$ cat src/inc/hbs_pkg.sv
// Package for the holding brake sequencer: register map, field codes,
// timing constants and the sequencer state type.
// Assumes a 40 MHz system clock and a 32-bit Avalon-MM register port.
package hbs_pkg;
    localparam int unsigned CLK_HZ = 40000000;
    // Register byte offsets
    localparam logic [3:0] REG_CTRL = 4'h0;
    localparam logic [3:0] REG_TIMING = 4'h4;
    localparam logic [3:0] REG_DECEL = 4'h8;
    localparam logic [3:0] REG_STATUS = 4'hC;
    // Control fields
    localparam int CTRL_AUTO_BIT = 0;
    localparam int CTRL_COAST_BIT = 1;
    localparam int CTRL_FUNC_LSB = 8;
    localparam int CTRL_DO_LSB = 16;
    localparam int CTRL_ZSPD_LSB = 24;
    // Digital input and output function codes
    localparam logic [7:0] FN_SERVO_ON = 8'h01;
    localparam logic [7:0] FN_QUICK_STOP = 8'h47;
    localparam logic [7:0] FN_ON_BRAKE = 8'h48;
    localparam logic [7:0] FN_BRAKE_CTRL = 8'h08;
    // Delays kept in milliseconds
    localparam logic [15:0] APPLY_DFLT_MS = 16'h0064;
    localparam logic [15:0] RELEASE_DFLT_MS = 16'h0064;
    localparam logic [7:0] ZSPD_DFLT = 8'h0A;
    localparam logic [15:0] DECEL_DFLT_MS = 16'h00C8;
    localparam int unsigned MS_NS = 1000000;
    localparam int unsigned CLK_NS = 1000000000 / CLK_HZ;
    localparam logic [15:0] MS_CYCLES = 16'(MS_NS / CLK_NS);
    localparam logic [31:0] REG_RESET_VAL = 32'h0000_0000;
    localparam logic [31:0] UNMAPPED_VAL = 32'hDEAD_BEEF;
    typedef enum logic [2:0] {
        ST_OFF, ST_RELEASE, ST_RUN, ST_DECEL, ST_ZERO_WAIT, ST_APPLY
    } hbs_state_type;
endpackage

$ cat src/logic/hbs_top.sv
// Holding brake sequencer: runs the enable, deceleration, brake apply and
// disable sequence from one enable-type digital input; quick stop mode also needs the second enable input.
// Assumes a motor speed magnitude from the power stage and Avalon-MM access.
//
// Decided for this implementation: the Avalon-MM interface to the registers and the register addresses.
`timescale 1ns/10ps
`default_nettype none
module hbs_top (
    // Clock and reset
    input wire logic sys_clk_i,
    input wire logic sys_rst_i,
    // Avalon-MM slave
    input wire logic [3:0] avs_address_i,
    input wire logic avs_read_i,
    input wire logic avs_write_i,
    input wire logic [31:0] avs_writedata_i,
    output logic [31:0] avs_readdata_o,
    output logic avs_waitrequest_o,
    // Digital inputs and power stage
    input wire logic digital_input_line_i,
    input wire logic second_enable_i,
    input wire logic [7:0] speed_mag_i,
    // Drive outputs
    output logic brake_release_o,
    output logic motor_enable_o,
    output logic motion_allow_o,
    output logic decel_cmd_o,
    output logic dyn_brake_o,
    output logic alarm_o
);
    logic auto_r;
    logic coast_r;
    logic [7:0] func_r;
    logic [7:0] do_func_r;
    logic [7:0] zspd_r;
    logic [15:0] apply_r;
    logic [15:0] release_r;
    logic [15:0] decel_r;
    logic [2:0] din_sync_r;
    logic [2:0] en2_sync_r;
    logic din_r;
    logic en2_r;
    logic [31:0] cnt_r;
    logic [31:0] cnt_nxt;
    logic quick_r;
    logic ack_r;
    hbs_pkg::hbs_state_type state_r;
    hbs_pkg::hbs_state_type state_nxt;
    logic req_on;
    logic at_zero;
    logic wr_ok;

    function automatic logic [31:0] ms_to_cyc(input logic [15:0] ms);
        ms_to_cyc = 32'(ms) * 32'(hbs_pkg::MS_CYCLES);
    endfunction

    // Apply delay is held signed and counted as its magnitude; it stands for a negative offset
    function automatic logic [15:0] apply_mag(input logic [15:0] v);
        apply_mag = v[15] ? 16'(-v) : v;
    endfunction

    // Pin inputs: three stages, a change counts when stages two and three agree
    always_ff @(posedge sys_clk_i) begin
        if (sys_rst_i) begin
            din_sync_r <= 3'h0;
            en2_sync_r <= 3'h0;
            din_r <= 1'b0;
            en2_r <= 1'b0;
        end else begin
            din_sync_r <= {din_sync_r[1:0], digital_input_line_i};
            en2_sync_r <= {en2_sync_r[1:0], second_enable_i};
            if (din_sync_r[1] == din_sync_r[2]) begin
                din_r <= din_sync_r[2];
            end
            if (en2_sync_r[1] == en2_sync_r[2]) begin
                en2_r <= en2_sync_r[2];
            end
        end
    end

    // Quick stop line is active low stop; enabling comes from the second input
    always_comb begin
        unique case (func_r)
            hbs_pkg::FN_QUICK_STOP: req_on = en2_r && din_r;
            hbs_pkg::FN_ON_BRAKE: req_on = din_r;
            default: req_on = din_r;
        endcase
    end

    assign at_zero = speed_mag_i <= zspd_r;
    assign wr_ok = (state_r == hbs_pkg::ST_OFF);

    // Register bus: one wait cycle on every access
    always_ff @(posedge sys_clk_i) begin
        if (sys_rst_i) begin
            ack_r <= 1'b0;
        end else begin
            ack_r <= (avs_read_i || avs_write_i) && !ack_r;
        end
    end
    // Flop copy of !ack_r, so the bus sees a clean register output
    always_ff @(posedge sys_clk_i) begin
        if (sys_rst_i) begin
            avs_waitrequest_o <= 1'b1;
        end else begin
            avs_waitrequest_o <= !((avs_read_i || avs_write_i) && !ack_r);
        end
    end

    always_ff @(posedge sys_clk_i) begin
        if (sys_rst_i) begin
            auto_r <= 1'b0;
            coast_r <= 1'b0;
            func_r <= hbs_pkg::FN_SERVO_ON;
            do_func_r <= 8'h00;
            zspd_r <= 8'h00;
            apply_r <= 16'h0000;
            release_r <= 16'h0000;
            decel_r <= hbs_pkg::DECEL_DFLT_MS;
        end else if (avs_write_i && ack_r && wr_ok) begin
            unique case (avs_address_i)
                hbs_pkg::REG_CTRL: begin
                    auto_r <= avs_writedata_i[hbs_pkg::CTRL_AUTO_BIT];
                    coast_r <= avs_writedata_i[hbs_pkg::CTRL_COAST_BIT];
                    func_r <= avs_writedata_i[hbs_pkg::CTRL_FUNC_LSB +: 8];
                    if (avs_writedata_i[hbs_pkg::CTRL_AUTO_BIT] && !auto_r) begin
                        do_func_r <= hbs_pkg::FN_BRAKE_CTRL;
                        apply_r <= 16'(-hbs_pkg::APPLY_DFLT_MS);
                        release_r <= hbs_pkg::RELEASE_DFLT_MS;
                        zspd_r <= hbs_pkg::ZSPD_DFLT;
                    end else begin
                        do_func_r <= avs_writedata_i[hbs_pkg::CTRL_DO_LSB +: 8];
                        zspd_r <= avs_writedata_i[hbs_pkg::CTRL_ZSPD_LSB +: 8];
                    end
                end
                hbs_pkg::REG_TIMING: begin
                    apply_r <= avs_writedata_i[15:0];
                    release_r <= avs_writedata_i[31:16];
                end
                hbs_pkg::REG_DECEL: decel_r <= avs_writedata_i[15:0];
                default: ;
            endcase
        end
    end

    always_ff @(posedge sys_clk_i) begin
        if (sys_rst_i) begin
            avs_readdata_o <= hbs_pkg::REG_RESET_VAL;
        end else if (avs_read_i && !ack_r) begin
            unique case (avs_address_i)
                hbs_pkg::REG_CTRL: avs_readdata_o <= {zspd_r, do_func_r,
                    func_r, 6'h00, coast_r, auto_r};
                hbs_pkg::REG_TIMING: avs_readdata_o <= {release_r, apply_r};
                hbs_pkg::REG_DECEL: avs_readdata_o <= {16'h0000, decel_r};
                hbs_pkg::REG_STATUS: avs_readdata_o <= {24'h000000, alarm_o,
                    motor_enable_o, brake_release_o, 2'h0, 3'(state_r)};
                default: avs_readdata_o <= hbs_pkg::UNMAPPED_VAL;
            endcase
        end
    end

    // Sequencer
    always_comb begin
        state_nxt = state_r;
        cnt_nxt = (cnt_r != 32'h0) ? cnt_r - 32'h1 : 32'h0;
        unique case (state_r)
            hbs_pkg::ST_OFF: if (req_on && !alarm_o) begin
                state_nxt = hbs_pkg::ST_RELEASE;
                cnt_nxt = ms_to_cyc(release_r);
            end
            hbs_pkg::ST_RELEASE: if (!req_on) begin
                state_nxt = hbs_pkg::ST_DECEL;
                cnt_nxt = ms_to_cyc(decel_r);
            end else if (cnt_r == 32'h0) begin
                state_nxt = hbs_pkg::ST_RUN;
            end
            hbs_pkg::ST_RUN: if (!req_on) begin
                state_nxt = hbs_pkg::ST_DECEL;
                cnt_nxt = ms_to_cyc(decel_r);
            end
            hbs_pkg::ST_DECEL: if (at_zero) begin
                state_nxt = hbs_pkg::ST_APPLY;
                cnt_nxt = ms_to_cyc(apply_mag(apply_r));
            end else if (cnt_r == 32'h0) begin
                state_nxt = hbs_pkg::ST_ZERO_WAIT;
            end
            hbs_pkg::ST_ZERO_WAIT: if (at_zero) begin
                state_nxt = hbs_pkg::ST_APPLY;
                cnt_nxt = ms_to_cyc(apply_mag(apply_r));
            end
            hbs_pkg::ST_APPLY: if (cnt_r == 32'h0) begin
                state_nxt = hbs_pkg::ST_OFF;
            end
            default: state_nxt = hbs_pkg::ST_OFF;
        endcase
    end

    always_ff @(posedge sys_clk_i) begin
        if (sys_rst_i) begin
            state_r <= hbs_pkg::ST_OFF;
            cnt_r <= 32'h0;
            quick_r <= 1'b0;
        end else begin
            state_r <= state_nxt;
            cnt_r <= cnt_nxt;
            // Every stop entry rewrites the cause, so no stale quick stop
            if (state_nxt == hbs_pkg::ST_DECEL &&
                state_r != hbs_pkg::ST_DECEL) begin
                quick_r <= (func_r == hbs_pkg::FN_QUICK_STOP) && en2_r;
            end
        end
    end

    // Outputs registered from next state
    always_ff @(posedge sys_clk_i) begin
        if (sys_rst_i) begin
            motor_enable_o <= 1'b0;
            brake_release_o <= 1'b0;
            motion_allow_o <= 1'b0;
            decel_cmd_o <= 1'b0;
            dyn_brake_o <= 1'b0;
        end else begin
            motor_enable_o <= state_nxt != hbs_pkg::ST_OFF;
            brake_release_o <= (do_func_r == hbs_pkg::FN_BRAKE_CTRL) &&
                (state_nxt inside {hbs_pkg::ST_RELEASE, hbs_pkg::ST_RUN,
                hbs_pkg::ST_DECEL, hbs_pkg::ST_ZERO_WAIT});
            motion_allow_o <= state_nxt == hbs_pkg::ST_RUN;
            decel_cmd_o <= state_nxt inside {hbs_pkg::ST_DECEL,
                hbs_pkg::ST_ZERO_WAIT};
            // Servo-on decel is a dynamic brake unless coast is chosen
            dyn_brake_o <= (func_r == hbs_pkg::FN_SERVO_ON) && !coast_r &&
                (state_nxt == hbs_pkg::ST_DECEL);
        end
    end

    // Alarm holds until a write of the status register clears it
    always_ff @(posedge sys_clk_i) begin
        if (sys_rst_i) begin
            alarm_o <= 1'b0;
        end else if (state_r == hbs_pkg::ST_APPLY &&
                     state_nxt == hbs_pkg::ST_OFF && quick_r) begin
            alarm_o <= 1'b1;
        end else if (avs_write_i && ack_r &&
                     avs_address_i == hbs_pkg::REG_STATUS) begin
            alarm_o <= 1'b0;
        end
    end

    chk_apply_wait: assert property (@(posedge sys_clk_i) disable iff (sys_rst_i)
        state_r == hbs_pkg::ST_APPLY |-> motor_enable_o)
        else $error("motor disabled before apply delay ended");
    chk_brake_at_zero: assert property (@(posedge sys_clk_i) disable iff (sys_rst_i)
        $rose(state_r == hbs_pkg::ST_APPLY) |-> !brake_release_o && at_zero)
        else $error("brake apply without zero speed");
    chk_no_motion_decel: assert property (@(posedge sys_clk_i) disable iff (sys_rst_i)
        decel_cmd_o |-> !motion_allow_o)
        else $error("motion allowed during decel");
    chk_release_delay: assert property (@(posedge sys_clk_i) disable iff (sys_rst_i)
        $rose(motion_allow_o) |-> $past(state_r) == hbs_pkg::ST_RELEASE)
        else $error("motion before release delay");
    chk_alarm_cause: assert property (@(posedge sys_clk_i) disable iff (sys_rst_i)
        $rose(alarm_o) |-> quick_r && state_r == hbs_pkg::ST_OFF)
        else $error("alarm without quick stop");
    chk_write_locked: assert property (@(posedge sys_clk_i) disable iff (sys_rst_i)
        !wr_ok |=> $stable(apply_r) && $stable(decel_r))
        else $error("settings changed while enabled");
    chk_dyn_brake: assert property (@(posedge sys_clk_i) disable iff (sys_rst_i)
        dyn_brake_o |-> !coast_r && func_r == hbs_pkg::FN_SERVO_ON)
        else $error("dynamic brake in wrong mode");
    chk_auto_default: assert property (@(posedge sys_clk_i) disable iff (sys_rst_i)
        $rose(auto_r) |-> do_func_r == hbs_pkg::FN_BRAKE_CTRL &&
        apply_r != 16'h0000 && release_r != 16'h0000)
        else $error("auto brake defaults missing");
    chk_zero_window: assert property (@(posedge sys_clk_i) disable iff (sys_rst_i)
        state_r == hbs_pkg::ST_ZERO_WAIT && !at_zero |=>
        state_r == hbs_pkg::ST_ZERO_WAIT)
        else $error("left zero wait above window");
    chk_decel_cause: assert property (@(posedge sys_clk_i)
        disable iff (sys_rst_i) $rose(decel_cmd_o) |-> !$past(req_on))
        else $error("decel without enable going off");
    chk_brake_powered: assert property (@(posedge sys_clk_i)
        disable iff (sys_rst_i) brake_release_o |-> motor_enable_o)
        else $error("brake released with motor off");
    chk_alarm_blocks: assert property (@(posedge sys_clk_i)
        disable iff (sys_rst_i) alarm_o && state_r == hbs_pkg::ST_OFF |=>
        state_r == hbs_pkg::ST_OFF) else $error("enabled while alarm set");
    chk_quick_enable: assert property (@(posedge sys_clk_i)
        disable iff (sys_rst_i) func_r == hbs_pkg::FN_QUICK_STOP && !en2_r &&
        state_r == hbs_pkg::ST_OFF |=> state_r == hbs_pkg::ST_OFF)
        else $error("quick stop mode enabled without second input");
endmodule
`default_nettype wire

$ cat config.mk
export PLATFORM = sky130hd
export DESIGN_NAME = hbs_top
export DESIGN_NICKNAME = d
export VERILOG_FILES = /design/src/inc/hbs_pkg.sv /design/src/logic/hbs_top.sv
export SDC_FILE = /design/constraint.sdc
export NUM_CORES = 1
export LEC_CHECK = 0
export ABC_CLOCK_PERIOD_IN_PS = 7180
export BUFFER_PORTS_ARGS = -buffer_cell sky130_fd_sc_hd__buf_2
export CAP_MARGIN = 20
export CELL_PAD_IN_SITES_DETAIL_PLACEMENT = 0
export CELL_PAD_IN_SITES_GLOBAL_PLACEMENT = 1
export CORE_ASPECT_RATIO = 1.5
export CORE_UTILIZATION = 35
export CTS_CLUSTER_DIAMETER = 40
export CTS_CLUSTER_SIZE = 25
export DETAILED_ROUTE_END_ITERATION = 8
export HOLD_SLACK_MARGIN = 0.06
export PLACE_DENSITY_LB_ADDON = 0.1
export SETUP_SLACK_MARGIN = 0.5
export SLEW_MARGIN = 20
export SYNTH_ARGS = -nofsm -noshare
export SYNTH_HDL_FRONTEND = slang
export SYNTH_SLANG_ARGS = --single-unit
$ cat constraint.sdc
create_clock -name sys_clk_i -period 7.18 [get_ports sys_clk_i]
set_input_delay 0.359 -clock sys_clk_i [delete_from_list [all_inputs] [get_ports sys_clk_i]]
set_output_delay 0.359 -clock sys_clk_i [all_outputs]
set_load 0.01 [all_outputs]
==> results.rst, run 1 <==
.. list-table::
   :header-rows: 1

   * - Metric
     - Value
   * - Maximum Capacitance Violations
     - 0
   * - Inserted Clock Buffers
     - 17
   * - Net switching fraction of the power
     - 0.4127
   * - Power after layout
     - 3.192 mW
   * - Launch instance of the worst min-delay path
     - digital_input_line_i
   * - Clock buffer depth
     - 2
   * - Transition at the pin with the smallest max-transition slack
     - around 1100 ps
   * - Residual antenna-violating net count after detailed routing
     - 0
   * - Number of DRC markers after the initial detailed-route iteration
     - 690
   * - Area taken by multi-input logic gates
     - around 0.011 sq mm
   * - Combinational cell fraction of total power
     - 0.354
   * - Initial Util
     - 0.3542
   * - Share of final-layout standard cells stronger than drive strength 1
     - 0.09847
   * - Tightest slew margin relative to the limit
     - 0.2787
   * - Final estimated routing congestion in global placement
     - about 0.92
   * - Nature of the critical path startpoint
     - flip-flop
   * - Area added between synthesis and finish
     - 11.76%
   * - Placeable Area
     - 0.04387 sq mm
   * - Commonest cells after routing, fill and taps aside
     - sky130_fd_sc_hd__inv_1 (294), sky130_fd_sc_hd__ha_1 (224), sky130_fd_sc_hd__dfxtp_1 (155), sky130_fd_sc_hd__nand2_1 (150), sky130_fd_sc_hd__a21oi_1 (141)
   * - Number of DRC violations after detailed routing
     - 0
   * - Worst r2r path cells
     - 24
   * - Placed cells
     - 2500
   * - TritonCTS clock tree
     - done
   * - Post-CTS Hold Buffers
     - 0
   * - Most used DFF post-synth
     - sky130_fd_sc_hd__dfxtp_1
   * - Dpl ws
     - around 420 ps
   * - Synth Warn #
     - 0
   * - Delay of the slowest cell on the worst path
     - between 500 and 600 ps
   * - Critical path data required time
     - between 7000 and 8000 ps
   * - Total wire length
     - between 50 and 60 mm
   * - Sum of negative setup slack
     - 0 ps
   * - Die area
     - between 0.04 and 0.05 sq mm
   * - Setup repair after global routing missed its margin
     - false
   * - Global-route usage over all layers
     - 0.2392
   * - Overall via count from detail_route
     - approximately 13000
   * - Hold_ws
     - roughly 96 ps
   * - Number of rows in the core area
     - 94
   * - Clock period minus final worst setup slack
     - approximately 6400 ps
   * - Clock latency reported for the late side of the worst-skew pair
     - ~470 ps
   * - Most common cell after layout, fill and taps aside
     - sky130_fd_sc_hd__inv_1
   * - # nets final
     - between 2000 and 2500
   * - DP HPWL
     - roughly 43 mm
   * - Number of distinct standard cells referenced by the synthesized netlist
     - between 80 and 90
   * - Number of top-level pins
     - 89
   * - Via-to-Cell Ratio
     - around 5.3
   * - Crit path max-delay cell type
     - sky130_fd_sc_hd__or4_4
   * - TritonCTS sink count
     - roughly 160
   * - H-tree depth
     - 4
   * - Share of the cycle needed by the critical path after routing
     - 0.8875
   * - Max Transition Viols Final
     - 0
   * - Final setup violation count
     - 0
   * - Layout fillers
     - approximately 4600
   * - Destination of the worst register-to-register timing path
     - cnt_r[28]$_SDFF_PP0_
   * - Cell repeated most along the worst path
     - sky130_fd_sc_hd__inv_1
   * - Classification of the worst-slack hold path
     - in -> reg
   * - Die Y-Extent
     - between 200 and 300 microns
   * - Hold Path Cell Cnt
     - 2
   * - Sequential cell area
     - 0.003167 sq mm
   * - Post-layout instance count excluding filler cells
     - 2537
   * - Synthesized cell area
     - roughly 0.016 sq mm
   * - Worst-case setup margin in the final layout
     - 807.8 ps
   * - Synthesized instance count
     - approximately 1900
   * - Pin count of the biggest net entering global routing
     - 97
   * - Synth top area cells
     - sky130_fd_sc_hd__dfxtp_1 (20%), sky130_fd_sc_hd__ha_1 (18%), sky130_fd_sc_hd__fa_1 (13%)
   * - Remaining Overflow, GRT
     - 0
   * - Nets in the synthesized netlist
     - ~2300
   * - Share of total power in sequential cells
     - 0.340
   * - Final Hold Fails
     - 0
   * - Maximum ir drop on the vdd rail
     - 0.1612 mV
   * - Asr flop ratio synth
     - 0
   * - Nature of the critical path endpoint
     - flip-flop
   * - Area fraction of the dominant cell type after synthesis
     - 0.2035
   * - Clk network pwr share
     - 0.306
   * - Number of flops mapped to enable cells by yosys
     - 0
   * - Sw Pwr
     - 1.317 mW
   * - Avg Synthesized Cell Area
     - ~8.2 sq um
   * - Maximum fanout count along the critical path
     - 7
   * - Flop-to-flop setup slack
     - 810 ps
   * - Initial antenna violation count
     - 1
   * - Internal power contribution
     - around 1.9 mW
   * - Arrival time at the worst endpoint
     - ~6700 ps
   * - R2r startpoint
     - apply_r[3]$_SDFFE_PP0P_
   * - Clock slew at reported path FFs
     - 90 ps
   * - Cell type with the highest aggregate area in the netlist
     - sky130_fd_sc_hd__dfxtp_1
   * - Avg WL per Cell
     - between 20 and 25 microns
   * - Final worst clock skew
     - 20.33 ps
   * - Die outline width
     - about 170 microns
   * - Flops & latches, synth
     - 158
   * - Via count of the first global-routing pass
     - roughly 14000
   * - End of the worst hold path
     - din_sync_r[0]$_SDFF_PP0_
   * - Worst Path Class, Setup
     - reg -> reg
   * - Static leakage power
     - around 8.6 nW
   * - Share of synthesized area occupied by flip-flops and latches
     - 0.2035
   * - Wire length of the first global-routing pass
     - 81.05 mm
   * - Upper clock frequency limit
     - 156.9 MHz
   * - Chain of cells forming the critical path
     - or4_4 -> nor4_4 -> nor2b_4 -> nand2b_1 -> o31ai_2 -> xnor2_2 -> inv_1 -> fa_1 -> inv_1 -> ha_1 -> inv_1 -> fa_1 -> inv_1 -> ha_1 -> ha_1 -> ha_4 -> and3_1 -> or4b_2 -> nand4bb_1 -> or3b_2 -> a2111o_1 -> and4_1 -> o21ai_0 -> o311ai_0
   * - Run status
     - finished, final reports clean
   * - DR pass1 iterations
     - 5
   * - Port Buffers
     - slightly below 90
   * - Root Buffer
     - sky130_fd_sc_hd__clkbuf_16
   * - Power density of the placed cells
     - roughly 180 mW/mm^2
## final cells by class
| cell class | instances | share of cell area |
|---|---|---|
| multi-input combinational | 1364 | 0.6401 |
| sequential | 158 | 0.1823 |
| inverter | 294 | 0.06354 |
| tap | 576 | 0.04150 |
| timing repair buffer | 112 | 0.03588 |
| clock buffer | 17 | 0.02450 |
| clock inverter | 15 | 0.01203 |
| antenna | 1 | 0.0001441 |
## worst max-delay path by stage
stage,endpoint,depth (start not counted),startpoint
5_1_grt,cnt_r[28]$_SDFF_PP0_,24,apply_r[3]$_SDFFE_PP0P_
3_5_place_dp,cnt_r[28]$_SDFF_PP0_,24,apply_r[3]$_SDFFE_PP0P_
2_1_floorplan,cnt_r[28]$_SDFF_PP0_,24,apply_r[3]$_SDFFE_PP0P_
6_report,cnt_r[28]$_SDFF_PP0_,24,apply_r[3]$_SDFFE_PP0P_
4_1_cts,cnt_r[28]$_SDFF_PP0_,24,apply_r[3]$_SDFFE_PP0P_
3_3_place_gp,cnt_r[28]$_SDFF_PP0_,24,apply_r[3]$_SDFFE_PP0P_
## registers in the layout, summed over array words and instances, names as in the netlist, 3 cells and up
| name | flops |
|---|---|
| avs_readdata_o | 32 |
| zspd_r | 8 |
| apply_r | 16 |
| decel_r | 16 |
| state_r | 3 |
| din_sync_r | 3 |
| cnt_r | 32 |
| en2_sync_r | 3 |
| release_r | 16 |
| func_r | 8 |
| do_func_r | 8 |
## kinds of logic (layout without fill, tap and decap cells)
kind of cell | count (synthesis) | in the layout | synth area share
compound gates | 379 | 379 | 0.1568
xor+xnor | 98 | 98 | 0.05523
fa+ha+maj | 327 | 327 | 0.3114
buf+inv | 373 | 438 | 0.09171
flops | 158 | 158 | 0.2035
mux | 25 | 25 | 0.01667
other cells | 0 | 1 | 0
simple gates | 535 | 535 | 0.1646
## power by group through the flow
| stage | registers, mW | clock network, mW | logic, mW |
|---|---|---|---|
| after floorplan | 1.07 | 0 | 0.838 |
| after global placement | 1.10 | 0 | 1.12 |
| after detailed placement | 1.10 | 0 | 1.12 |
| after CTS | 1.08 | 0.999 | 1.12 |
| after global routing | 1.10 | 1.03 | 1.24 |
| final | 1.09 | 0.977 | 1.13 |
## cells in the mapped netlist (6+ instances only)
master and instances:
sky130_fd_sc_hd__buf_1 6, sky130_fd_sc_hd__o21bai_1 12, sky130_fd_sc_hd__or4_1 6, sky130_fd_sc_hd__nor2b_1 14, sky130_fd_sc_hd__nor2_1 131, sky130_fd_sc_hd__o21a_1 8, sky130_fd_sc_hd__xor2_1 37, sky130_fd_sc_hd__a22oi_1 9
sky130_fd_sc_hd__and3_1 10, sky130_fd_sc_hd__a21o_1 34, sky130_fd_sc_hd__nor3_1 84, sky130_fd_sc_hd__a222oi_1 11, sky130_fd_sc_hd__mux2i_1 18, sky130_fd_sc_hd__or3_1 12, sky130_fd_sc_hd__nand4_1 9, sky130_fd_sc_hd__clkbuf_1 67
sky130_fd_sc_hd__nand2_1 150, sky130_fd_sc_hd__a221oi_1 13, sky130_fd_sc_hd__fa_1 100, sky130_fd_sc_hd__o21ai_0 56, sky130_fd_sc_hd__a21oi_1 141, sky130_fd_sc_hd__xnor2_1 61, sky130_fd_sc_hd__ha_1 226, sky130_fd_sc_hd__a31oi_1 11
sky130_fd_sc_hd__mux2_2 7, sky130_fd_sc_hd__dfxtp_1 158, sky130_fd_sc_hd__nand3_1 51, sky130_fd_sc_hd__a211oi_1 15, sky130_fd_sc_hd__nor4_1 15, sky130_fd_sc_hd__o22ai_1 19, sky130_fd_sc_hd__nand3b_1 7, sky130_fd_sc_hd__inv_1 294
sky130_fd_sc_hd__nand2b_1 19
## timing repair
action | 4_1_cts | 5_1_grt
setup endpoints to repair | 1 | 3
pin swaps | 0 | 3
setup buffers | 0 | 4
resized for setup | 3 | 24
cloned | 0 | 0
## worst max-delay path, delay by kind of cell, from the launching register on
family          cells  cell delay, ps
xor+xnor            1             180
simple gates        9            2300
flops               1             370
buf+inv             4             270
compound gates      4            1020
fa+ha+maj           6            2070
## through the flow
stage	utilization	cell area [sq um]
CTS	0.3921	17200
finish	0.3959	17370
floorplan	-	15540
global route	0.3958	17360
global placement	0.3772	16550
detailed placement	0.3772	16550
## layer usage
layer / track usage / wire length, microns
met1: 0.2658 / 20620
met2: 0.4583 / 27840
met3: 0.02500 / 1908
met4: 0.09868 / 1948
met5: 0 / 0
Note: power is estimated with default switching activity, not from simulation.
==> run 2: changes to the inputs <==
--- a/config.mk
+++ b/config.mk
@@ -8,7 +8,7 @@
 export ABC_CLOCK_PERIOD_IN_PS = 7180
 export BUFFER_PORTS_ARGS = -buffer_cell sky130_fd_sc_hd__buf_2
 export CAP_MARGIN = 20
-export CELL_PAD_IN_SITES_DETAIL_PLACEMENT = 0
+export CELL_PAD_IN_SITES_DETAIL_PLACEMENT = 1
 export CELL_PAD_IN_SITES_GLOBAL_PLACEMENT = 1
 export CORE_ASPECT_RATIO = 1.5
 export CORE_UTILIZATION = 35
==> results.rst, run 2 (same netlist as run 1, synthesis figures left out) <==
.. list-table::
   :header-rows: 1

   * - Metric
     - Value
   * - Overall via count from detail_route
     - 13610
   * - Power density of the placed cells
     - approximately 190 mW/mm^2
   * - Post-Place Cell Area
     - 0.01655 sq mm
   * - TritonCTS clock tree
     - done
   * - DR pass1 iterations
     - 5
   * - Clock period minus final worst setup slack
     - around 6400 ps
   * - Wire length of the first global-routing pass
     - approximately 86 mm
   * - Final setup violation count
     - 0
   * - Leading registers by flop count
     - avs_readdata_o: 32 flops, cnt_r: 32 flops
   * - Maximum fanout count along the critical path
     - 7
   * - Dpl ws
     - around 370 ps
   * - Nature of the critical path endpoint
     - flip-flop
   * - Classification of the worst-slack hold path
     - in -> reg
   * - Placeable Area
     - ~0.044 sq mm
   * - Flop-to-flop setup slack
     - just under 800 ps
   * - Cell repeated most along the worst path
     - sky130_fd_sc_hd__inv_1
   * - Worst Path Class, Setup
     - reg -> reg
   * - Area added between synthesis and finish
     - 11.83%
   * - Upper clock frequency limit
     - 156.0 MHz
   * - DP HPWL
     - about 45 mm
   * - Transition at the pin with the smallest max-transition slack
     - between 1000 and 1500 ps
   * - Hold Path Cell Cnt
     - 2
   * - Cell area after layout
     - about 0.017 sq mm
   * - Final Hold Fails
     - 0
   * - H-tree depth
     - 4
   * - Most common cell after layout, fill and taps aside
     - sky130_fd_sc_hd__inv_1
   * - R2r startpoint
     - apply_r[3]$_SDFFE_PP0P_
   * - Number of rows in the core area
     - between 90 and 100
   * - Via count of the first global-routing pass
     - 14746
   * - Arrival time at the worst endpoint
     - ~6700 ps
   * - Port Buffers
     - 88
   * - Inserted Clock Buffers
     - 17
   * - Static leakage power
     - approximately 8.6 nW
   * - Clock latency reported for the late side of the worst-skew pair
     - about 460 ps
   * - Number of DRC markers after the initial detailed-route iteration
     - approximately 610
   * - Worst r2r path cells
     - 24
   * - Chain of cells forming the critical path
     - or4_4 -> nor4_4 -> nor2b_4 -> nand2_2 -> o41ai_4 -> xnor2_2 -> inv_1 -> fa_1 -> inv_1 -> ha_1 -> inv_1 -> fa_1 -> inv_1 -> ha_1 -> ha_1 -> ha_4 -> and3_4 -> or4b_2 -> nand4bb_1 -> or3b_2 -> a2111o_1 -> and4_1 -> o21ai_1 -> o311ai_1
   * - Max Transition Viols Final
     - 0
   * - Total wire length
     - ~55 mm
   * - Maximum Capacitance Violations
     - 0
   * - Avg WL per Cell
     - roughly 22 microns
   * - Die outline width
     - approximately 170 microns
   * - Clock buffer depth
     - 2
   * - Final worst clock skew
     - approximately 19 ps
   * - Number of DRC violations after detailed routing
     - 0
   * - Launch instance of the worst min-delay path
     - digital_input_line_i
   * - Antenna diode instance count
     - 0
   * - End of the worst hold path
     - din_sync_r[0]$_SDFF_PP0_
   * - Remaining Overflow, GRT
     - 0
   * - TritonCTS sink count
     - about 160
   * - Commonest cells after routing, fill and taps aside
     - sky130_fd_sc_hd__inv_1 (293), sky130_fd_sc_hd__ha_1 (224), sky130_fd_sc_hd__dfxtp_1 (156), sky130_fd_sc_hd__nand2_1 (149), sky130_fd_sc_hd__a21oi_1 (140)
   * - Critical path data required time
     - 7480 ps
   * - Destination of the worst register-to-register timing path
     - cnt_r[28]$_SDFF_PP0_
   * - Final estimated routing congestion in global placement
     - between 0.9 and 1
   * - Sum of negative setup slack
     - 0 ps
   * - Via-to-Cell Ratio
     - roughly 5.4
   * - Share of final-layout standard cells stronger than drive strength 1
     - 0.09852
   * - Clock slew at reported path FFs
     - 90 ps
   * - Maximum ir drop on the vdd rail
     - about 0.18 mV
   * - Pin count of the biggest net entering global routing
     - 97
   * - Initial Util
     - 0.3542
   * - Delay of the slowest cell on the worst path
     - around 580 ps
   * - Residual antenna-violating net count after detailed routing
     - 0
   * - Global-route usage over all layers
     - 0.2514
   * - Nature of the critical path startpoint
     - flip-flop
   * - Tightest slew margin relative to the limit
     - 0.2844
   * - Crit path max-delay cell type
     - sky130_fd_sc_hd__or4_4
   * - Setup repair after global routing missed its margin
     - true
   * - Die area
     - roughly 0.045 sq mm
   * - Initial antenna violation count
     - 0
   * - # nets final
     - about 2300
   * - Die Y-Extent
     - 260.1 microns
   * - Root Buffer
     - sky130_fd_sc_hd__clkbuf_16
   * - Share of the cycle needed by the critical path after routing
     - 0.8928
   * - Run status
     - finished, final reports clean
   * - Worst-case setup margin in the final layout
     - between 700 and 800 ps
   * - Number of top-level pins
     - 89
## run 2: cell types whose count changed in the layout (fill, tap and decap cells not counted), sizes merged
cell,change
buf,-1
diode,-1
## run 2: cell type report
class / instances / area (sq um)
fillers: 5231 / 26490
multi-input cells: 1364 / 11130
flip-flops and latches: 158 / 3168
inverters: 294 / 1104
well taps: 576 / 720.7
repair buffers: 111 / 615.6
clock buffers: 17 / 425.4
clock inverters: 15 / 211.5
## run 2: timing repair
action	4_1_cts	5_1_grt
pin swaps	0	7
buffers inserted	0	3
hold buffers	0	0
setup endpoints to repair	2	3
gates resized for setup	6	27
## run 2: how the worst max path moves through the flow
stage,start,slack (ps),endpoint,cells after the start
2_1_floorplan,apply_r[3]$_SDFFE_PP0P_,1000,cnt_r[28]$_SDFF_PP0_,24
3_3_place_gp,apply_r[3]$_SDFFE_PP0P_,480,cnt_r[28]$_SDFF_PP0_,24
3_5_place_dp,apply_r[3]$_SDFFE_PP0P_,370,cnt_r[28]$_SDFF_PP0_,24
4_1_cts,apply_r[3]$_SDFFE_PP0P_,510,cnt_r[28]$_SDFF_PP0_,24
5_1_grt,apply_r[3]$_SDFFE_PP0P_,440,cnt_r[28]$_SDFF_PP0_,24
6_report,apply_r[3]$_SDFFE_PP0P_,770,cnt_r[28]$_SDFF_PP0_,24
## run 2: power breakdown
| group | total, mW | switching [mW] | leakage [nW] | internal [mW] |
|---|---|---|---|---|
| combinational | 1.14 | 0.724 | 6.96 | 0.420 |
| sequential | 1.09 | 0.116 | 1.29 | 0.973 |
| clock | 0.982 | 0.500 | 0.305 | 0.482 |
## run 2: per-stage QoR
step / cells / hold slack, ps / power [mW] / util
floorplan: 1895 / 413.8 / 1.905 / -
global placement: 2500 / 419.3 / 2.221 / 0.3772
detailed placement: 2500 / 431.6 / 2.239 / 0.3772
CTS: 2532 / 86.13 / 3.233 / 0.3926
global route: 2535 / 104.3 / 3.402 / 0.3961
finish: 2535 / 102.6 / 3.216 / 0.3961
## run 2: worst max-delay path, delay by kind of cell, from the launching register on
kind,cells,cell delay [ps]
AND/OR/NAND/NOR,9,2350
flip-flops,1,380
XOR/XNOR,1,220
buffers and inverters,4,260
AO/OA/AOI/OAI,4,1000
adder cells (fa/ha/maj),6,2050
## run 2: layer usage
layer  track usage  part of all wire  routed length [microns]
met2        0.4778              0.53                    28860
met5             0                 0                        0
met4        0.1135             0.046                     2508
met3       0.02690             0.024                     1318
met1        0.2785              0.40                    22080
==> run 3: changes to the inputs <==
--- a/config.mk
+++ b/config.mk
@@ -10,13 +10,13 @@
 export CAP_MARGIN = 20
 export CELL_PAD_IN_SITES_DETAIL_PLACEMENT = 1
 export CELL_PAD_IN_SITES_GLOBAL_PLACEMENT = 1
-export CORE_ASPECT_RATIO = 1.5
+export CORE_ASPECT_RATIO = 1.1
 export CORE_UTILIZATION = 35
 export CTS_CLUSTER_DIAMETER = 40
 export CTS_CLUSTER_SIZE = 25
 export DETAILED_ROUTE_END_ITERATION = 8
 export HOLD_SLACK_MARGIN = 0.06
-export PLACE_DENSITY_LB_ADDON = 0.1
+export PLACE_DENSITY_LB_ADDON = 0.05
 export SETUP_SLACK_MARGIN = 0.5
 export SLEW_MARGIN = 20
 export SYNTH_ARGS = -nofsm -noshare
==> results.rst, run 3 (same netlist as run 1, synthesis figures left out) <==
.. list-table::
   :header-rows: 1

   * - Metric
     - Value
   * - Run status
     - finished, final reports clean
   * - Via count of the first global-routing pass
     - about 14000
   * - Initial Util
     - 0.3569
   * - Leading registers by flop count
     - avs_readdata_o: 32 flops, cnt_r: 32 flops
   * - Cell area after layout
     - ~0.017 sq mm
   * - Avg WL per Cell
     - approximately 20 microns
   * - Met3 track utilization from global routing
     - 0.03287
   * - Nature of the critical path startpoint
     - flip-flop
   * - Sequential cell area
     - ~0.0032 sq mm
   * - Wire length of the first global-routing pass
     - between 80 and 90 mm
   * - Worst setup path startpoint
     - apply_r[3]$_SDFFE_PP0P_
   * - Most common cell after layout, fill and taps aside
     - sky130_fd_sc_hd__inv_1
   * - Global routing usage on met1
     - 0.3031
   * - Die outline width
     - about 200 microns
   * - Share of the cycle needed by the critical path after routing
     - 0.8811
   * - Inserted Clock Buffers
     - 17
   * - Hold_ws
     - just over 90 ps
   * - Final worst clock skew
     - roughly 28 ps
   * - TritonCTS sink count
     - ~160
   * - Global-route usage over all layers
     - 0.2339
   * - Worst Path Class, Setup
     - reg -> reg
   * - Upper clock frequency limit
     - 158.1 MHz
   * - Static leakage power
     - 8.540 nW
   * - Placeable Area
     - approximately 0.044 sq mm
   * - Met2 global-route usage
     - 0.3978
   * - Remaining Overflow, GRT
     - 0
   * - Final estimated routing congestion in global placement
     - 0.8433
   * - Tightest slew margin relative to the limit
     - 0.3067
   * - Initial antenna violation count
     - 3
   * - Final Hold Fails
     - 0
   * - Max Transition Viols Final
     - 0
   * - Placed cells
     - 2500
   * - Maximum ir drop on the vdd rail
     - ~0.18 mV
   * - Maximum Capacitance Violations
     - 0
   * - Layout fillers
     - around 5200
   * - Share of final-layout standard cells stronger than drive strength 1
     - 0.1002
   * - Arrival time at the worst endpoint
     - roughly 6600 ps
   * - Maximum fanout count along the critical path
     - 7
   * - DR pass1 iterations
     - 6
   * - Final standard cell utilization of the core
     - 0.3979
   * - Residual antenna-violating net count after detailed routing
     - 0
   * - DP HPWL
     - between 40 and 50 mm
   * - Critical path data required time
     - between 7000 and 8000 ps
   * - Area added between synthesis and finish
     - 11.50%
   * - Nature of the critical path endpoint
     - flip-flop
   * - Power density of the placed cells
     - ~180 mW/mm^2
   * - Launch instance of the worst min-delay path
     - digital_input_line_i
   * - Overall via count from detail_route
     - about 13000
   * - Die area
     - approximately 0.045 sq mm
   * - Sum of negative setup slack
     - 0 ps
   * - Power after layout
     - around 3.2 mW
   * - TritonCTS clock tree
     - done
   * - Number of rows in the core area
     - 80
   * - Total wire length
     - between 50 and 60 mm
   * - Commonest cells after routing, fill and taps aside
     - sky130_fd_sc_hd__inv_1 (293), sky130_fd_sc_hd__ha_1 (223), sky130_fd_sc_hd__dfxtp_1 (155), sky130_fd_sc_hd__nand2_1 (150), sky130_fd_sc_hd__a21oi_1 (141)
   * - H-tree depth
     - 4
   * - Antenna diode instance count
     - 0
   * - Number of DRC violations after detailed routing
     - 0
   * - Port Buffers
     - roughly 90
   * - R2r startpoint
     - apply_r[3]$_SDFFE_PP0P_
   * - Clock buffer depth
     - 2
   * - Number of DRC markers after the initial detailed-route iteration
     - roughly 650
   * - Clock period minus final worst setup slack
     - around 6300 ps
   * - Root Buffer
     - sky130_fd_sc_hd__clkbuf_16
   * - Clock latency reported for the late side of the worst-skew pair
     - between 400 and 500 ps
   * - Classification of the worst-slack hold path
     - in -> reg
   * - Global routing's busiest layer
     - met2
   * - Post-Place Cell Area
     - 0.01656 sq mm
   * - Clock slew at reported path FFs
     - roughly 80 ps
   * - Area taken by multi-input logic gates
     - between 0.01 and 0.015 sq mm
   * - Post-layout instance count excluding filler cells
     - between 2000 and 3000
   * - Final setup violation count
     - 0
   * - Setup repair after global routing missed its margin
     - false
   * - Transition at the pin with the smallest max-transition slack
     - around 1000 ps
   * - Die Y-Extent
     - 223.0 microns
   * - Worst-case setup margin in the final layout
     - ~850 ps
   * - Dpl ws
     - 392.7 ps
   * - Number of top-level pins
     - 89
   * - Pin count of the biggest net entering global routing
     - 94
   * - Via-to-Cell Ratio
     - 5.294
   * - # nets final
     - roughly 2300
[run 3: cell count changes in the layout (fill, tap and decap cells not counted), sizes merged]
| cell | delta |
|---|---|
| inv | +2 |
| buf | +8 |
| clkinvlp | +3 |
| clkinv | -6 |
[run 3: area by class of cell]
class | count | share of cell area
clock buffers | 17 | 0.02455
well taps | 574 | 0.04145
multi-input cells | 1364 | 0.6413
repair buffers | 119 | 0.03899
flip-flops and latches | 158 | 0.1828
inverters | 294 | 0.06369
clock inverters | 14 | 0.007221
[run 3: metal layers]
metal / up-vias / part of all wire
li1: 6558 / -
met1: 6648 / 0.46
met2: 182 / 0.48
met3: 56 / 0.032
met4: 2 / 0.026
met5: - / 0.00026
[run 3: worst paths after layout]
check	endpoint	slack [ps]	depth (start not counted)
max	cnt_r[28]$_SDFF_PP0_	850	24
min	din_sync_r[0]$_SDFF_PP0_	90	2
max reg2reg	cnt_r[28]$_SDFF_PP0_	850	24
min reg2reg	din_sync_r[1]$_SDFF_PP0_	450	1
[run 3: critical path: stages, from the launching register on]
cell,delay [ps]
sky130_fd_sc_hd__dfxtp_2,370
sky130_fd_sc_hd__or4_4,570
sky130_fd_sc_hd__nor4_2,180
sky130_fd_sc_hd__nor2b_2,200
sky130_fd_sc_hd__nand2_1,120
sky130_fd_sc_hd__o41ai_4,300
sky130_fd_sc_hd__xnor2_2,200
sky130_fd_sc_hd__inv_1,100
sky130_fd_sc_hd__fa_1,490
sky130_fd_sc_hd__inv_1,40
sky130_fd_sc_hd__ha_1,260
sky130_fd_sc_hd__inv_1,50
sky130_fd_sc_hd__fa_1,470
sky130_fd_sc_hd__inv_1,40
sky130_fd_sc_hd__ha_1,270
sky130_fd_sc_hd__ha_1,310
sky130_fd_sc_hd__ha_4,240
sky130_fd_sc_hd__and3_1,210
sky130_fd_sc_hd__or4b_2,210
sky130_fd_sc_hd__nand4bb_1,160
sky130_fd_sc_hd__or3b_2,490
sky130_fd_sc_hd__a2111o_1,410
sky130_fd_sc_hd__and4_1,190
sky130_fd_sc_hd__o21ai_0,140
sky130_fd_sc_hd__o311ai_0,130
[run 3: repair_timing]
action / CTS / global route
buffers inserted: 0 / 9
setup endpoints to repair: 2 / 3
hold endpoints to repair: 0 / 0
resized for setup: 6 / 20
pin swaps: 0 / 4
hold buffers: 0 / 0
[run 3: power breakdown]
| part | switching (mW) | internal, mW |
|---|---|---|
| registers | 0.0982 | 0.974 |
| clock network | 0.462 | 0.454 |
| logic | 0.750 | 0.432 |
